File: config.mk
export PLATFORM = sky130hd
export DESIGN_NAME = quad_load_control
export DESIGN_NICKNAME = d
export VERILOG_FILES = /design/src/core/quad_load_pkg.sv /design/src/core/bit_stream_if.sv /design/src/core/bit_fifo.sv /design/src/core/quad_load_control.sv
export SDC_FILE = /design/constraint.sdc
export NUM_CORES = 1
export LEC_CHECK = 0
export ABC_CLOCK_PERIOD_IN_PS = 6900
export BUFFER_PORTS_ARGS = -buffer_cell sky130_fd_sc_hd__buf_2
export CAP_MARGIN = 10
export CORE_MARGIN = 3
export CORE_UTILIZATION = 57
export CTS_CLUSTER_SIZE = 28
export DETAILED_ROUTE_END_ITERATION = 6
export PLACE_DENSITY = 0.83
export REMOVE_ABC_BUFFERS = 1
export SYNTH_ARGS = -nofsm -noshare
export SYNTH_HDL_FRONTEND = slang
export SYNTH_HIERARCHICAL = 1
export SYNTH_SLANG_ARGS = --single-unit
File: constraint.sdc
create_clock -name clk_sys_in -period 6.9 [get_ports clk_sys_in]
set_clock_uncertainty 0.1 [all_clocks]
set_input_delay 1.725 -clock clk_sys_in [delete_from_list [all_inputs] [get_ports clk_sys_in]]
set_output_delay 1.725 -clock clk_sys_in [all_outputs]
set_load 0.02 [all_outputs]
File: src/core/quad_load_pkg.sv
// Shared constants for the quad converter serial load control.
package quad_load_pkg;
  // Serial word layout: address first, two spare bits, code MSB first.
  localparam int WORD_BITS = 16;
  localparam int CODE_BITS = 12;
  localparam int ADDR_BITS = 2;
  localparam int NUM_CHANNELS = 4;
  localparam int ADDR_POS = 14;
  localparam int SPARE_POS = 12;
  localparam int CODE_POS = 0;
  // Codes forced while the device reset pin is low.
  localparam logic [11:0] ZERO_SCALE_CODE = 12'h000;
  localparam logic [11:0] MID_SCALE_CODE = 12'h800;
  // Values after the system reset.
  localparam logic [15:0] SHIFT_RESET = 16'h0000;
  localparam logic [5:0] PINS_RESET = 6'h3f;
  // Bit buffer between the link sampler and the shift register.
  localparam int FIFO_WIDTH = 1;
  localparam int FIFO_DEPTH = 8;
  // Positions of the sampled pins inside the synchroniser vector.
  localparam int PIN_DATA = 0;
  localparam int PIN_SCLK = 1;
  localparam int PIN_CS = 2;
  localparam int PIN_LOAD = 3;
  localparam int PIN_RESET = 4;
  localparam int PIN_SEL = 5;
endpackage

File: src/core/bit_stream_if.sv
// Valid/ready carrier between the link sampler, the buffer and the loader.
`timescale 1ns/1ns
`default_nettype none
interface bit_stream_if #(parameter int WIDTH = 1);
  logic valid;
  logic ready;
  logic [WIDTH-1:0] data;
  modport source (output valid, output data, input ready);
  modport sink (input valid, input data, output ready);
endinterface
`default_nettype wire

File: src/core/bit_fifo.sv
// Small flip-flop FIFO with valid and ready on both sides.
`timescale 1ns/1ns
`default_nettype none
module bit_fifo #(
  parameter int WIDTH = 1,
  parameter int DEPTH = 8
) (
  input wire logic clk_sys_in,
  input wire logic sys_rst_in,
  bit_stream_if.sink fill,
  bit_stream_if.source drain
);
  localparam int PW = $clog2(DEPTH);
  logic [WIDTH-1:0] mem_reg [DEPTH];
  logic [WIDTH-1:0] mem_next [DEPTH];
  logic [PW-1:0] wr_reg, wr_next, rd_reg, rd_next;
  logic [PW:0] count_reg, count_next;
  logic push, pop;

  // Full and empty come straight from the occupancy count.
  assign fill.ready = (count_reg != (PW+1)'(DEPTH));
  assign drain.valid = (count_reg != '0);
  assign drain.data = mem_reg[rd_reg];
  assign push = fill.valid & fill.ready;
  assign pop = drain.valid & drain.ready;

  // Pointer and storage update; pointers wrap at the depth.
  always_comb begin
    mem_next = mem_reg;
    wr_next = wr_reg;
    rd_next = rd_reg;
    count_next = count_reg;
    if (push) begin
      mem_next[wr_reg] = fill.data;
      wr_next = (wr_reg == PW'(DEPTH - 1)) ? '0 : wr_reg + 1'b1;
    end
    if (pop) begin
      rd_next = (rd_reg == PW'(DEPTH - 1)) ? '0 : rd_reg + 1'b1;
    end
    if (push && !pop) begin
      count_next = count_reg + 1'b1;
    end else if (pop && !push) begin
      count_next = count_reg - 1'b1;
    end
  end

  // Registers only.
  always_ff @(posedge clk_sys_in) begin
    if (sys_rst_in) begin
      wr_reg <= '0;
      rd_reg <= '0;
      count_reg <= '0;
    end else begin
      wr_reg <= wr_next;
      rd_reg <= rd_next;
      count_reg <= count_next;
    end
    mem_reg <= mem_next;
  end
endmodule
`default_nettype wire

File: src/core/quad_load_control.sv
// Serial load control for a quad 12-bit converter with four code registers.
// Summary of operation
// Load strobe low makes the addressed channel follow the shift register.
// Load strobe high keeps every channel register latched and unchanged.
// Reset pin low forces every channel register to 000 or 800 hex.
// Reset select low picks 000 hex, high picks 800 hex.
// Reset acts on all channels at once, needing no serial edge or strobe.
// One transfer is a 16-bit word carrying a 12-bit code for one channel.
// Two address bits pick exactly one of four channel registers.
// The two spare bits between address and code are ignored.
// Each of the four channels keeps its own output register.
// Address first, two spare bits, then code MSB first; 00..11 select A..D.
// Shifting happens on each rising edge of chip select ORed with clock; edges beyond eight queued while the reset pin is low are lost.
// After reset release latched registers keep the reset code until loaded.
// Each channel code is shown continuously as unsigned straight binary.
`timescale 1ns/1ns
`default_nettype none
module quad_load_control
  import quad_load_pkg::*;
(
  input wire logic clk_sys_in,
  input wire logic sys_rst_in,
  input wire logic serial_data_in,
  input wire logic serial_clk_in,
  input wire logic chip_select_n_in,
  input wire logic channel_load_strobe_n_in,
  input wire logic device_reset_n_in,
  input wire logic reset_code_select_in,
  output logic bit_buffer_ready_out,
  output logic [CODE_BITS-1:0] channel_a_code_out,
  output logic [CODE_BITS-1:0] channel_b_code_out,
  output logic [CODE_BITS-1:0] channel_c_code_out,
  output logic [CODE_BITS-1:0] channel_d_code_out
);
  logic [5:0] pins_s1_reg, pins_s2_reg;
  logic shift_clk_prev_reg, shift_clk_prev_next;
  logic [WORD_BITS-1:0] shift_reg, shift_next;
  logic [CODE_BITS-1:0] chan_reg [NUM_CHANNELS];
  logic [CODE_BITS-1:0] chan_next [NUM_CHANNELS];
  logic shift_clk, shift_edge, load_n, reset_n, reset_code_sel;
  logic [CODE_BITS-1:0] reset_code, shift_code;
  logic [ADDR_BITS-1:0] shift_addr;

  bit_stream_if #(.WIDTH(FIFO_WIDTH)) push_bus ();
  bit_stream_if #(.WIDTH(FIFO_WIDTH)) pop_bus ();

  // Every pin crosses two flops; only the second stage feeds logic.
  // The pins share one sampling edge, so data and its clock edge stay
  // aligned; the cost is two cycles of latency on every pin.
  always_ff @(posedge clk_sys_in) begin
    if (sys_rst_in) begin
      pins_s1_reg <= PINS_RESET;
      pins_s2_reg <= PINS_RESET;
    end else begin
      pins_s1_reg <= {reset_code_select_in, device_reset_n_in,
                      channel_load_strobe_n_in, chip_select_n_in,
                      serial_clk_in, serial_data_in};
      pins_s2_reg <= pins_s1_reg;
    end
  end

  // The OR of select and clock is the shift clock, so either can shift.
  // The edge detector starts high after reset, matching the idle level of
  // the OR, so no false edge follows the system reset.
  assign shift_clk = pins_s2_reg[PIN_CS] | pins_s2_reg[PIN_SCLK];
  assign shift_edge = shift_clk & ~shift_clk_prev_reg;
  assign shift_clk_prev_next = shift_clk;
  assign load_n = pins_s2_reg[PIN_LOAD];
  assign reset_n = pins_s2_reg[PIN_RESET];
  assign reset_code_sel = pins_s2_reg[PIN_SEL];
  assign reset_code = reset_code_sel ? MID_SCALE_CODE
                                     : ZERO_SCALE_CODE;

  // Each sampled edge pushes its data bit; the link cannot be paused, so
  // a full buffer shows on the ready port and the bit is lost.
  assign push_bus.valid = shift_edge;
  assign push_bus.data = pins_s2_reg[PIN_DATA];
  assign bit_buffer_ready_out = push_bus.ready;

  // Draining stalls while the reset pin is low; queued bits wait and
  // enter the shift register after release, so the shift register keeps
  // its contents through reset.
  assign pop_bus.ready = reset_n;

  bit_fifo #(.WIDTH(FIFO_WIDTH), .DEPTH(FIFO_DEPTH)) u_bits (
    .clk_sys_in(clk_sys_in),
    .sys_rst_in(sys_rst_in),
    .fill(push_bus),
    .drain(pop_bus)
  );

  // Bits enter at the bottom, so after 16 shifts the first bit sits on top.
  always_comb begin
    shift_next = shift_reg;
    if (pop_bus.valid && pop_bus.ready) begin
      shift_next = {shift_reg[WORD_BITS-2:0], pop_bus.data};
    end
  end

  // Spare bits at SPARE_POS are never decoded.
  assign shift_addr = shift_reg[ADDR_POS +: ADDR_BITS];
  assign shift_code = shift_reg[CODE_POS +: CODE_BITS];

  // One register per channel. Reset beats load; with the strobe low the
  // addressed one follows the shift register, else all hold.
  for (genvar ch = 0; ch < NUM_CHANNELS; ch++) begin : g_chan
    assign chan_next[ch] =
      !reset_n ? reset_code :
      (!load_n && shift_addr == ADDR_BITS'(ch)) ? shift_code :
      chan_reg[ch];
  end

  // Registers only. A system reset clears the codes to zero scale; the
  // device reset pin, not this one, picks the mid-scale code.
  always_ff @(posedge clk_sys_in) begin
    if (sys_rst_in) begin
      shift_clk_prev_reg <= 1'b1;
      shift_reg <= SHIFT_RESET;
      chan_reg <= '{default: ZERO_SCALE_CODE};
    end else begin
      shift_clk_prev_reg <= shift_clk_prev_next;
      shift_reg <= shift_next;
      chan_reg <= chan_next;
    end
  end

  // Codes leave straight from the channel flops as unsigned binary, so the
  // conversion stage never sees a half-updated word.
  assign channel_a_code_out = chan_reg[0];
  assign channel_b_code_out = chan_reg[1];
  assign channel_c_code_out = chan_reg[2];
  assign channel_d_code_out = chan_reg[3];
endmodule
`default_nettype wire

; ---- Yosys cells after proc, flatten, opt, wreduce, memory -nomap -nowiden
; Index checks and enable logic that the tools add are counted.
[op_classes]
eq_ne = 10
reduce_logical = 14
addsub = 4
muxes = 19
magnitude_cmp = 3
bitwise_logic = 7
[op_table]
columns = cell, count
row1 = 12-bit two-way mux, 9
row2 = 8-bit bitwise mux, 1
row3 = "4-bit greater-or-equal comparator, second input constant", 2
row4 = 1-bit logical AND, 8
row5 = 4-bit two-way mux, 2
row6 = "2-bit by 1-bit inequality test with 1-bit output, second input constant", 4
row7 = 3-bit NOT with 4-bit output, 2
row8 = "3-bit by 1-bit adder with 3-bit output, second input constant", 2
row9 = "3-bit == test, second input constant", 2
row10 = 3-bit two-way mux, 2
row11 = "4-bit by 1-bit adder with 4-bit output, second input constant", 1
row12 = "2-bit == test, second input constant", 2
row13 = "4-bit by 1-bit < comparator with 1-bit output, second input constant", 1
row14 = "4-bit inequality test, second input constant", 1
row15 = 4-bit nonzero test, 1
row16 = "4-bit by 1-bit subtractor with 4-bit output, second input constant", 1
row17 = 1-bit AND, 3
row18 = 1-bit binary-select mux with 3-bit select, 1
row19 = 1-bit demux with 3-bit select, 1
row20 = 1-bit zero test, 3
row21 = 1-bit two-way mux, 3
row22 = "2-bit by 1-bit == test with 1-bit output, second input constant", 1
row23 = 2-bit zero test, 1
row24 = 2-bit nonzero test, 1
row25 = other kinds (2), 2
[totals]
inputBits = 8
register_bits = 95
output_inout_bits = 49

; ---- Longest topological paths before layout
; Gate-level depths: netlist of the first run.
[depth]
ltp_word = 7
depth_mapped = 11

; ---- Cells and area by module
; Netlist of the first run, hierarchy kept.
[by_module_without_submodules]
columns = module, area_each_um2, n_inst, cells_each, seq_area_each_um2
row1 = quad_load_control, 2618.8, 1, 316, 1541.5
row2 = bit_fifo, 922.1, 1, 83, 440.4

; ---- Least setup slack after synthesis of the first run
; Ideal clock, no wire load.
[synth_path]
path_kind = register -> output
startpoint = register u_bits.count_reg[0]
endpoint = output port bit_buffer_ready_out
slack_ns = 4.132
arrival_time_ns = 0.943
required_time_ns = 5.075
path_stages_with_launch = 2
cell_sequence = dfxtp_1 > or4b_4
[synth_between]
elab_chain_len = 1
[synth_lines]
columns = element, line_no
row1 = start: declaration, bit_fifo.sv:17  ; logic [PW:0] count_reg, count_next;
row2 = start signal: assignment, bit_fifo.sv:56  ; count_reg <= count_next;
row3 = 4-bit inequality test, bit_fifo.sv:21  ; assign fill.ready = (count_reg != (PW+1)'(DEPTH));
row4 = end: declaration, quad_load_control.sv:29  ; output logic bit_buffer_ready_out,
; Every way passes these cells.

; ---- Final worst setup path of the first run
; Same ends and word-level chain as after synthesis.

==> results.yml, run 1 <==
logic_synthesis:
  synth-edff-count: 8
  synth-main-ff-cell: "dfxtp_1"
  synthCells: 399
  synth_seq_cells: 95
  avgSynthCellArea_sq_um: 8.87
  syn_area_sq_mm: 0.00354
  async_flop_share_pct: 0
  yosys_warnings: 6
  ys_seq_area_share_pct: 56.0
  yosysUniqueCellTypes: 39
floorplan:
  start_util_pct: 59.5
  core-area_sq_mm: 0.00596
  fp.dieH_um: 84.8
  rows: 28
  die-area_sq_mm: 0.00719
  ios: 57
  die_w_um: 84.8
worst_setup_path:
  path_max_fanout: 5
  worstPathRequired_ns: 5.08
  r2r_slack_ns: 4.08
  critPathArrivalTime_ns: 1.51
  crit_path_start_kind: "flop"
  worst-setup-path-type: "flop to output pin"
  worstSetupEndpointType: "output pin"
power_and_ir_drop:
  cellLeakagePower_nw: 1.54
  ir_drop_uv: 257
  power.density_mw_per_mm2: 288
clock_network:
  hold_buffers: 0
  clk_path_buf_depth: 2
  cts.repair.resized: 0
  postCtsSetupBuffers: 0
  cts.htree.levels: 3
  clock_sinks: 95
  cts_tree: "yes"
  root_buffer: "clkbuf_8"
  cts.clk_slew.worst_paths_ns: 0.08
  cts_made_buffers: 9
  clock_latency_ns: 0.35
layout:
  mostFrequentLayoutCells: "138 x nand2_1, 87 x dfxtp_1, 64 x a21oi_1, 56 x buf_2, 13 x clkbuf_8"
  stdcell_count: 525
  final_util_pct: 67.9
  nNetsFinal: 462
  final_common_cell: "nand2_1"
  drive_gt1_share_pct: 22.7
  synthToLayoutAreaGrowth_pct: 14.2
  fill_cells: 507
  antenna-diode-count: 0
  largest_reg_flops: 16
sta:
  worst_slew_pin_slew_ns: 0.798
  rsz0062_at_grt: "false"
  final-setup-viol-count: 0
  setup_tns_ns: 0
  slew_violations: 0
  fmax_ghz: 0.300
  slew_headroom_pct: 46.6
  post-route-period-util_pct: 48.3
  period_needed_ns: 3.33
  final_hold_viol_count: 0
routing:
  vias_per_cell: 5.29
  drt_iter0_markers: 191
  wl_per_cell_um: 13.3
  drcViolationCount: 0
  drtAntennaViolNets: 0
  first_pass_iters: 5
  via_count: 2778
  wl_um: 6990
global_routing:
  antenna_found_initial: 0
  globalRouteOverflowTotal: 0
  grt_first_pass_wirelength_um: 11700
  grt_max_degree: 45
  grtUsageTotal_pct: 20.3
  grt_pass1_vias: 2571
flow_run:
  drv_cap: 0
placement:
  gp_congestion: 0.750
  dp_hpwl_um: 4740
  placed_cells: 510
  io_buffers: 56
worst_hold_path:
  hp-class: "flop to flop"
status:
  status: "completed"
==> kinds of logic (layout without fill, tap and decap cells) <==
group | count (synthesis) | count (layout) | share of synthesized area, %
fa+ha+maj | 8 | 8 | 3.04
mux | 5 | 5 | 2.19
simple gates | 190 | 190 | 24.0
compound gates | 75 | 75 | 11.3
flops | 95 | 95 | 56.0
buf+inv | 24 | 75 | 2.93
xor+xnor | 2 | 2 | 0.495
==> per-layer routing <==
| layer | share of wire (%) | GRT usage (%) | wire [um] | vias to the layer above |
|---|---|---|---|---|
| li1 | - | - | - | 1410 |
| met1 | 43 | 23.6 | 3030 | 1282 |
| met2 | 48 | 35.0 | 3370 | 72 |
| met3 | 5.8 | 4.95 | 407 | 14 |
| met4 | 2.6 | 9.93 | 181 | 0 |
| met5 | 0 | 0 | 0 | - |
==> cells in the mapped netlist, drive strengths merged, types with 4 or more instances <==
master	instances	area [sq um]
nand2	141	547
a31oi	5	31.3
or2	12	75.1
clkbuf	11	42.5
nor3	5	25.0
buf	11	53.8
dfxtp	87	1740
ha	7	87.6
a21oi	68	355
edfxtp	8	240
nor2	11	41.3
or3	4	26.3
==> path summary, 6_finish.rpt <==
| kind | from | to | cells after the start |
|---|---|---|---|
| setup / recovery | u_bits/count_reg[0] | bit_buffer_ready_out | 2 |
| hold / removal | pins_s1_reg[1] | pins_s2_reg[1] | 1 |
| setup reg to reg | u_bits/count_reg[0] | u_bits/count_reg[3] | 10 |
| hold reg to reg | pins_s1_reg[1] | pins_s2_reg[1] | 1 |
==> stage by stage <==
| stage | worst slack (ns) | instance area, sq um | hold WS (ns) | power [mW] |
|---|---|---|---|---|
| after floorplan | 4.04 | 3440 | 0.289 | 0.761 |
| after global placement | 3.75 | 3830 | 0.291 | 0.801 |
| after detailed placement | 3.67 | 3830 | 0.292 | 0.810 |
| after CTS | 3.57 | 4050 | 0.312 | 1.17 |
| after global routing | 3.52 | 4050 | 0.330 | 1.22 |
| final | 3.57 | 4050 | 0.311 | 1.17 |
==> critical path, cell delays in order, from the launching register on <==
cell and delay (ns):
dfxtp_1 0.39, or4b_4 0.59, buf_2 0.18
==> area by class of cell <==
| cell class | count | area, sq um | area share, % |
|---|---|---|---|
| clock inverter | 1 | 7.51 | 0.186 |
| clock buffer | 14 | 204 | 5.04 |
| sequential | 95 | 1980 | 49.0 |
| timing repair buffer | 58 | 295 | 7.30 |
| inverter | 2 | 7.51 | 0.186 |
| tap | 75 | 93.8 | 2.32 |
| multi-input combinational | 280 | 1460 | 36.0 |
==> where the power goes <==
part,switching [mW],internal [mW]
clock network,0.179,0.191
registers,0.0363,0.581
logic,0.103,0.0757
total,0.319,0.847
Note: power is estimated with default switching activity, not from simulation.
==> inputs of run 2 (changes only) <==
--- a/config.mk
+++ b/config.mk
@@ -5,14 +5,15 @@
 export SDC_FILE = /design/constraint.sdc
 export NUM_CORES = 1
 export LEC_CHECK = 0
-export ABC_CLOCK_PERIOD_IN_PS = 6900
+export ABC_AREA = 1
+export ABC_CLOCK_PERIOD_IN_PS = 2730
 export BUFFER_PORTS_ARGS = -buffer_cell sky130_fd_sc_hd__buf_2
 export CAP_MARGIN = 10
 export CORE_MARGIN = 3
-export CORE_UTILIZATION = 57
+export CORE_UTILIZATION = 51
 export CTS_CLUSTER_SIZE = 28
 export DETAILED_ROUTE_END_ITERATION = 6
-export PLACE_DENSITY = 0.83
+export PLACE_DENSITY = 0.78
 export REMOVE_ABC_BUFFERS = 1
 export SYNTH_ARGS = -nofsm -noshare
 export SYNTH_HDL_FRONTEND = slang
==> constraint.sdc (replaced) <==
create_clock -name clk_sys_in -period 2.73 [get_ports clk_sys_in]
set_clock_uncertainty 0.1 [all_clocks]
set_input_delay 0.6825 -clock clk_sys_in [delete_from_list [all_inputs] [get_ports clk_sys_in]]
set_output_delay 0.6825 -clock clk_sys_in [all_outputs]
set_load 0.02 [all_outputs]
==> results.yml, run 2 <==
power_and_ir_drop:
  ir_drop_uv: 370
  p_total_mw: 3.63
  cellLeakagePower_nw: 1.87
  power.density_mw_per_mm2: 844
sta:
  slew_headroom_pct: 46.0
  fmax_ghz: 0.454
  post-route-period-util_pct: 80.7
  worst_slew_pin_slew_ns: 0.807
  slew_violations: 0
  whs_ns: 0.309
  final-setup-viol-count: 0
  final.setup.worst_slack_ns: 0.526
  final_hold_viol_count: 0
  period_needed_ns: 2.20
  rsz0062_at_grt: "false"
worst_setup_path:
  worstSetupEndpointType: "flop"
  worstPathRequired_ns: 2.88
  critPathBufInv: 3
  cpPeakStageDelay_ns: 0.37
  crit_slowest_cell: "dfxtp_1"
  critPathArrivalTime_ns: 2.36
  cp_top_family: "simple AND/OR/NAND/NOR gates"
  worst-setup-path-type: "flop to flop"
  crit_chain: "nor2_2, nand3_4, nand2_4, inv_2, ha_1, inv_1, ha_1, or2_2, nand3_1, nand3_1, nand2_1, inv_1"
  crit_path_start_kind: "flop"
  path_max_fanout: 5
worst_hold_path:
  hp-class: "flop to flop"
layout:
  synthToLayoutAreaGrowth_pct: 13.5
  final_common_cell: "dfxtp_1"
  nNetsFinal: 533
  final_util_pct: 61.4
  stdcell_count: 618
  fill_cells: 636
  drive_gt1_share_pct: 22.2
  mostFrequentLayoutCells: "86 x dfxtp_1, 85 x nand3_1, 62 x nor2_1, 56 x a21oi_1, 56 x buf_2"
  largest_reg_flops: 16
  antenna-diode-count: 0
logic_synthesis:
  ys_seq_area_share_pct: 52.2
  yosys.area.top_type: "dfxtp_1"
  synth.top_cell.area_share_pct: 45.9
  synth-edff-count: 8
  yosys_warnings: 6
  synth_seq_cells: 95
  syn_area_sq_mm: 0.00379
  yosysUniqueCellTypes: 24
  avgSynthCellArea_sq_um: 8.04
  synthCells: 472
  synth_area_leaders: "dfxtp_1 46%, nand3_1 11%, a21oi_1 7.4%, edfxtp_1 6.3%, nor2_1 6.1%"
  synth_most_common_cell: "dfxtp_1"
  async_flop_share_pct: 0
  synth-main-ff-cell: "dfxtp_1"
  yosys-top-cells-count: "87 x dfxtp_1, 85 x nand3_1, 62 x nor2_1"
floorplan:
  ios: 57
  die_w_um: 92.2
  core-area_sq_mm: 0.00702
  die-area_sq_mm: 0.00851
  fp.dieH_um: 92.2
  rows: 30
  start_util_pct: 54.0
clock_network:
  cts.htree.levels: 3
  cts_tree: "yes"
  cts_made_buffers: 9
  cts.repair.resized: 0
  root_buffer: "clkbuf_8"
  hold_buffers: 0
  postCtsSetupBuffers: 0
  clock_sinks: 95
  clock_latency_ns: 0.35
  cts.clk_slew.worst_paths_ns: 0.08
  clk_path_buf_depth: 2
placement:
  gp_congestion: 0.791
  placed_cells: 602
  io_buffers: 56
  dp_hpwl_um: 5730
  dpl_worst_slack_ns: 0.536
routing:
  first_pass_iters: 5
  drt_iter0_markers: 274
  drcViolationCount: 0
  wl_per_cell_um: 13.9
  vias_per_cell: 5.31
  via_count: 3281
  drtAntennaViolNets: 0
  wl_um: 8590
global_routing:
  use_met3_pct: 4.51
  antenna_found_initial: 0
  grtUsageMet2_pct: 33.6
  grt_pass1_vias: 3113
  grt_first_pass_wirelength_um: 14200
  met1_usage_pct: 27.6
  globalRouteOverflowTotal: 0
  grt_max_degree: 67
  busiest_layer: "met2"
  grtUsageTotal_pct: 20.8
flow_run:
  drv_cap: 0
status:
  status: "completed"
-- run 2: changes by cell type after synthesis, moves of 8 or more --
cell	previous run	this run
nand2_1	138	50
nand3_1	3	85
o21ai_0	0	21
nor2_1	11	62
a21oi_1	64	56
o21ai_1	0	8
inv_1	1	20
inv_2	1	17
-- run 2: final timing paths --
check	slack, ns	cells past startpoint	endpoint	from
setup / recovery	0.53	12	u_bits/count_reg[3]	u_bits/count_reg[0]
hold / removal	0.31	1	pins_s2_reg[4]	pins_s1_reg[4]
setup reg to reg	0.53	12	u_bits/count_reg[3]	u_bits/count_reg[0]
hold reg to reg	0.31	1	pins_s2_reg[4]	pins_s1_reg[4]
-- run 2: worst reg2reg max path, delay by kind of cell (launching register included) --
kind,cells,cell delay (ns)
and+or+nand+nor,7,0.95
DFF,1,0.37
adders and majority gates,2,0.48
buffers and inverters,3,0.22
-- run 2: report_power, final --
group	switching, mW	internal (mW)	total [mW]	leakage, nW
registers	0.180	1.59	1.77	0.779
clock network	0.462	0.444	0.906	0.102
logic	0.670	0.293	0.963	0.991
-- run 2: area by class of cell --
cell class / count / area (sq um) / area share, %
multi-input combinational: 312 / 1540 / 35.8
tap: 96 / 120 / 2.79
sequential: 95 / 1980 / 46.0
clock buffer: 10 / 138 / 3.20
clock inverter: 6 / 58.8 / 1.37
timing repair buffer: 62 / 325 / 7.55
inverter: 37 / 139 / 3.22
-- run 2: kinds of logic after synthesis --
| group | count (synthesis) | share of synthesized area (%) |
|---|---|---|
| compound gates | 85 | 11.2 |
| xor+xnor | 1 | 0.231 |
| fa+ha+maj | 8 | 2.84 |
| buf+inv | 65 | 7.09 |
| flops | 95 | 52.2 |
| simple gates | 218 | 26.4 |
-- run 2: metal layers --
layer,wire length (um),part of all wire [%]
met5,0,0
met4,136,1.6
met3,469,5.5
met2,4120,48
met1,3870,45
-- run 2: per-stage QoR --
| stage | cell area [sq um] | setup TNS (ns) |
|---|---|---|
| detailed placement | 4110 | 0 |
| global route | 4310 | 0 |
| finish | 4310 | 0 |
| CTS | 4310 | 0 |
| floorplan | 3660 | -0.128 |
| global placement | 4110 | 0 |
==> inputs of run 3 (changes only) <==
--- a/config.mk
+++ b/config.mk
@@ -6,7 +6,7 @@
 export NUM_CORES = 1
 export LEC_CHECK = 0
 export ABC_AREA = 1
-export ABC_CLOCK_PERIOD_IN_PS = 2730
+export ABC_CLOCK_PERIOD_IN_PS = 1940
 export BUFFER_PORTS_ARGS = -buffer_cell sky130_fd_sc_hd__buf_2
 export CAP_MARGIN = 10
 export CORE_MARGIN = 3
==> constraint.sdc (replaced) <==
create_clock -name clk_sys_in -period 1.94 [get_ports clk_sys_in]
set_clock_uncertainty 0.1 [all_clocks]
set_input_delay 0.485 -clock clk_sys_in [delete_from_list [all_inputs] [get_ports clk_sys_in]]
set_output_delay 0.485 -clock clk_sys_in [all_outputs]
set_load 0.02 [all_outputs]
==> results.yml, run 3 (same netlist as run 2, synthesis figures left out) <==
worst_hold_path:
  min_path_cells: 2
  holdPathEnd: "pins_s1_reg[0]"
  min_from: "serial_data_in"
  hp-class: "primary input to flop"
floorplan:
  start_util_pct: 54.0
  die_w_um: 92.2
  ios: 57
  fp.dieH_um: 92.2
  rows: 30
  core-area_sq_mm: 0.00702
  die-area_sq_mm: 0.00851
layout:
  final_util_pct: 64.6
  drive_gt1_share_pct: 26.3
  final_common_cell: "nand3_1"
  nNetsFinal: 548
  final_area_sq_mm: 0.00453
  antenna-diode-count: 0
  mostFrequentLayoutCells: "85 x nand3_1, 83 x dfxtp_1, 61 x nor2_1, 56 x a21oi_1, 56 x buf_2"
  synthToLayoutAreaGrowth_pct: 19.5
  largest_reg_flops: 16
worst_setup_path:
  reg2reg_from: "u_bits/count_reg[0]"
  r2r-end: "u_bits/count_reg[3]"
  r2r_cells: 14
  worstSetupEndpointType: "flop"
  crit_path_start_kind: "flop"
  cpPeakStageDelay_ns: 0.34
  r2r_slack_ns: 0.08
  worstPathRequired_ns: 2.10
  critPathArrivalTime_ns: 2.02
  cp_common_cell: "nand2_1"
  worst-setup-path-type: "flop to flop"
  crit_chain: "nor2_4, nand3_2, nand2_2, ha_4, inv_2, buf_6, ha_4, nand2_1, nand2_2, nand2_1, nand2_1, nand3_1, nand2_1, inv_1"
  path_max_fanout: 3
  crit_slowest_cell: "dfxtp_2"
global_routing:
  globalRouteOverflowTotal: 0
  grt_max_degree: 49
  grt_pass1_vias: 3132
  grt_first_pass_wirelength_um: 14500
  grtUsageTotal_pct: 21.2
  antenna_found_initial: 0
routing:
  via_count: 3336
  drcViolationCount: 0
  vias_per_cell: 5.27
  drt_iter0_markers: 299
  drtAntennaViolNets: 0
  first_pass_iters: 5
  wl_per_cell_um: 13.9
  wl_um: 8810
sta:
  rsz0062_at_grt: "true"
  final.setup.worst_slack_ns: 0.0760
  period_needed_ns: 1.86
  post-route-period-util_pct: 96.1
  fmax_ghz: 0.536
  whs_ns: 0.207
  slew_headroom_pct: 62.0
  final_hold_viol_count: 0
  final-setup-viol-count: 0
  slew_violations: 0
  worst_slew_pin_slew_ns: 0.570
clock_network:
  clk_path_buf_depth: 2
  cts_made_buffers: 9
  clock_latency_ns: 0.36
  clock_sinks: 95
  cts.htree.levels: 3
  cts_tree: "yes"
  root_buffer: "clkbuf_8"
  cts.clk_slew.worst_paths_ns: 0.09
power_and_ir_drop:
  cellLeakagePower_nw: 1.97
  power.density_mw_per_mm2: 1220
  ir_drop_uv: 572
  pwr-share-clk_pct: 26.4
  p_total_mw: 5.51
  p_int_mw: 3.56
  combPwrFrac_pct: 29.0
  switchingPower_mw: 1.95
  seqPwrFrac_pct: 44.5
  p_sw_share_pct: 35.4
placement:
  dpl_cell_area_sq_mm: 0.00422
  dpl_worst_slack_ns: -0.0439
  io_buffers: 56
  dp_hpwl_um: 5820
  gp_congestion: 0.812
status:
  status: "completed"
flow_run:
  drv_cap: 0
-- run 3: cell count changes in the layout (fill, tap and decap cells not counted), sizes merged --
cell,delta
buf,+15
clkbuf,+2
clkinv,-1
clkinvlp,-1
-- run 3: worst max-delay path by stage --
stage,from,endpoint,slack [ns],depth (start not counted)
after global routing,u_bits/count_reg[0],u_bits/count_reg[3],-0.02,14
after detailed placement,u_bits/count_reg[0],u_bits/count_reg[3],-0.04,12
after CTS,u_bits/count_reg[1],u_bits/count_reg[2],0.02,10
after global placement,u_bits/count_reg[0],u_bits/count_reg[3],0.002,12
final,u_bits/count_reg[0],u_bits/count_reg[3],0.08,14
after floorplan,pins_s2_reg[4],u_bits/count_reg[3],-0.92,9
-- run 3: repair_timing --
action	in CTS	in global routing
resized for setup	6	12
endpoints found under the setup margin	2	3
setup buffers	0	2
pin swaps	2	4
hold buffers	0	0
-- run 3: stage by stage --
step                      TNS, ns  instances
after floorplan            -15.97        444
after global placement          0        615
after detailed placement  -0.0863        615
after CTS                       0        631
after global routing      -0.0424        633
final                           0        633
-- run 3: final cells by class --
type,instances,area (sq um)
fill,586,2490
multi-input combinational,312,1600
tap,96,120
clock inverter,4,56.3
inverter,37,141
clock buffer,12,178
timing repair buffer,77,454
sequential,95,1990
-- run 3: power by group through the flow --
stage / registers, mW / logic (mW) / clock network, mW
6_report: 2.46 / 1.60 / 1.46
2_1_floorplan: 2.50 / 0.925 / 0
5_1_grt: 2.49 / 1.81 / 1.55
3_5_place_dp: 2.47 / 1.49 / 0
4_1_cts: 2.44 / 1.52 / 1.47
3_3_place_gp: 2.46 / 1.42 / 0
-- run 3: worst max-delay path: cells and delay by family, from the launching register on --
family | cells | cell delay, ns
fa+ha+maj | 2 | 0.39
simple gates | 9 | 0.73
buf+inv | 3 | 0.20
flops | 1 | 0.34
-- run 3: routing by layer --
layer  share of wire (%)  GRT usage (%)  wire length [um]  up-vias
met1                  44           28.0              3870     1560
met2                  50           34.4              4400       98
li1                    -              -                 -     1674
met5                   0              0                 0        -
met4                0.41           7.67                36        0
met3                 5.8           4.35               509        4
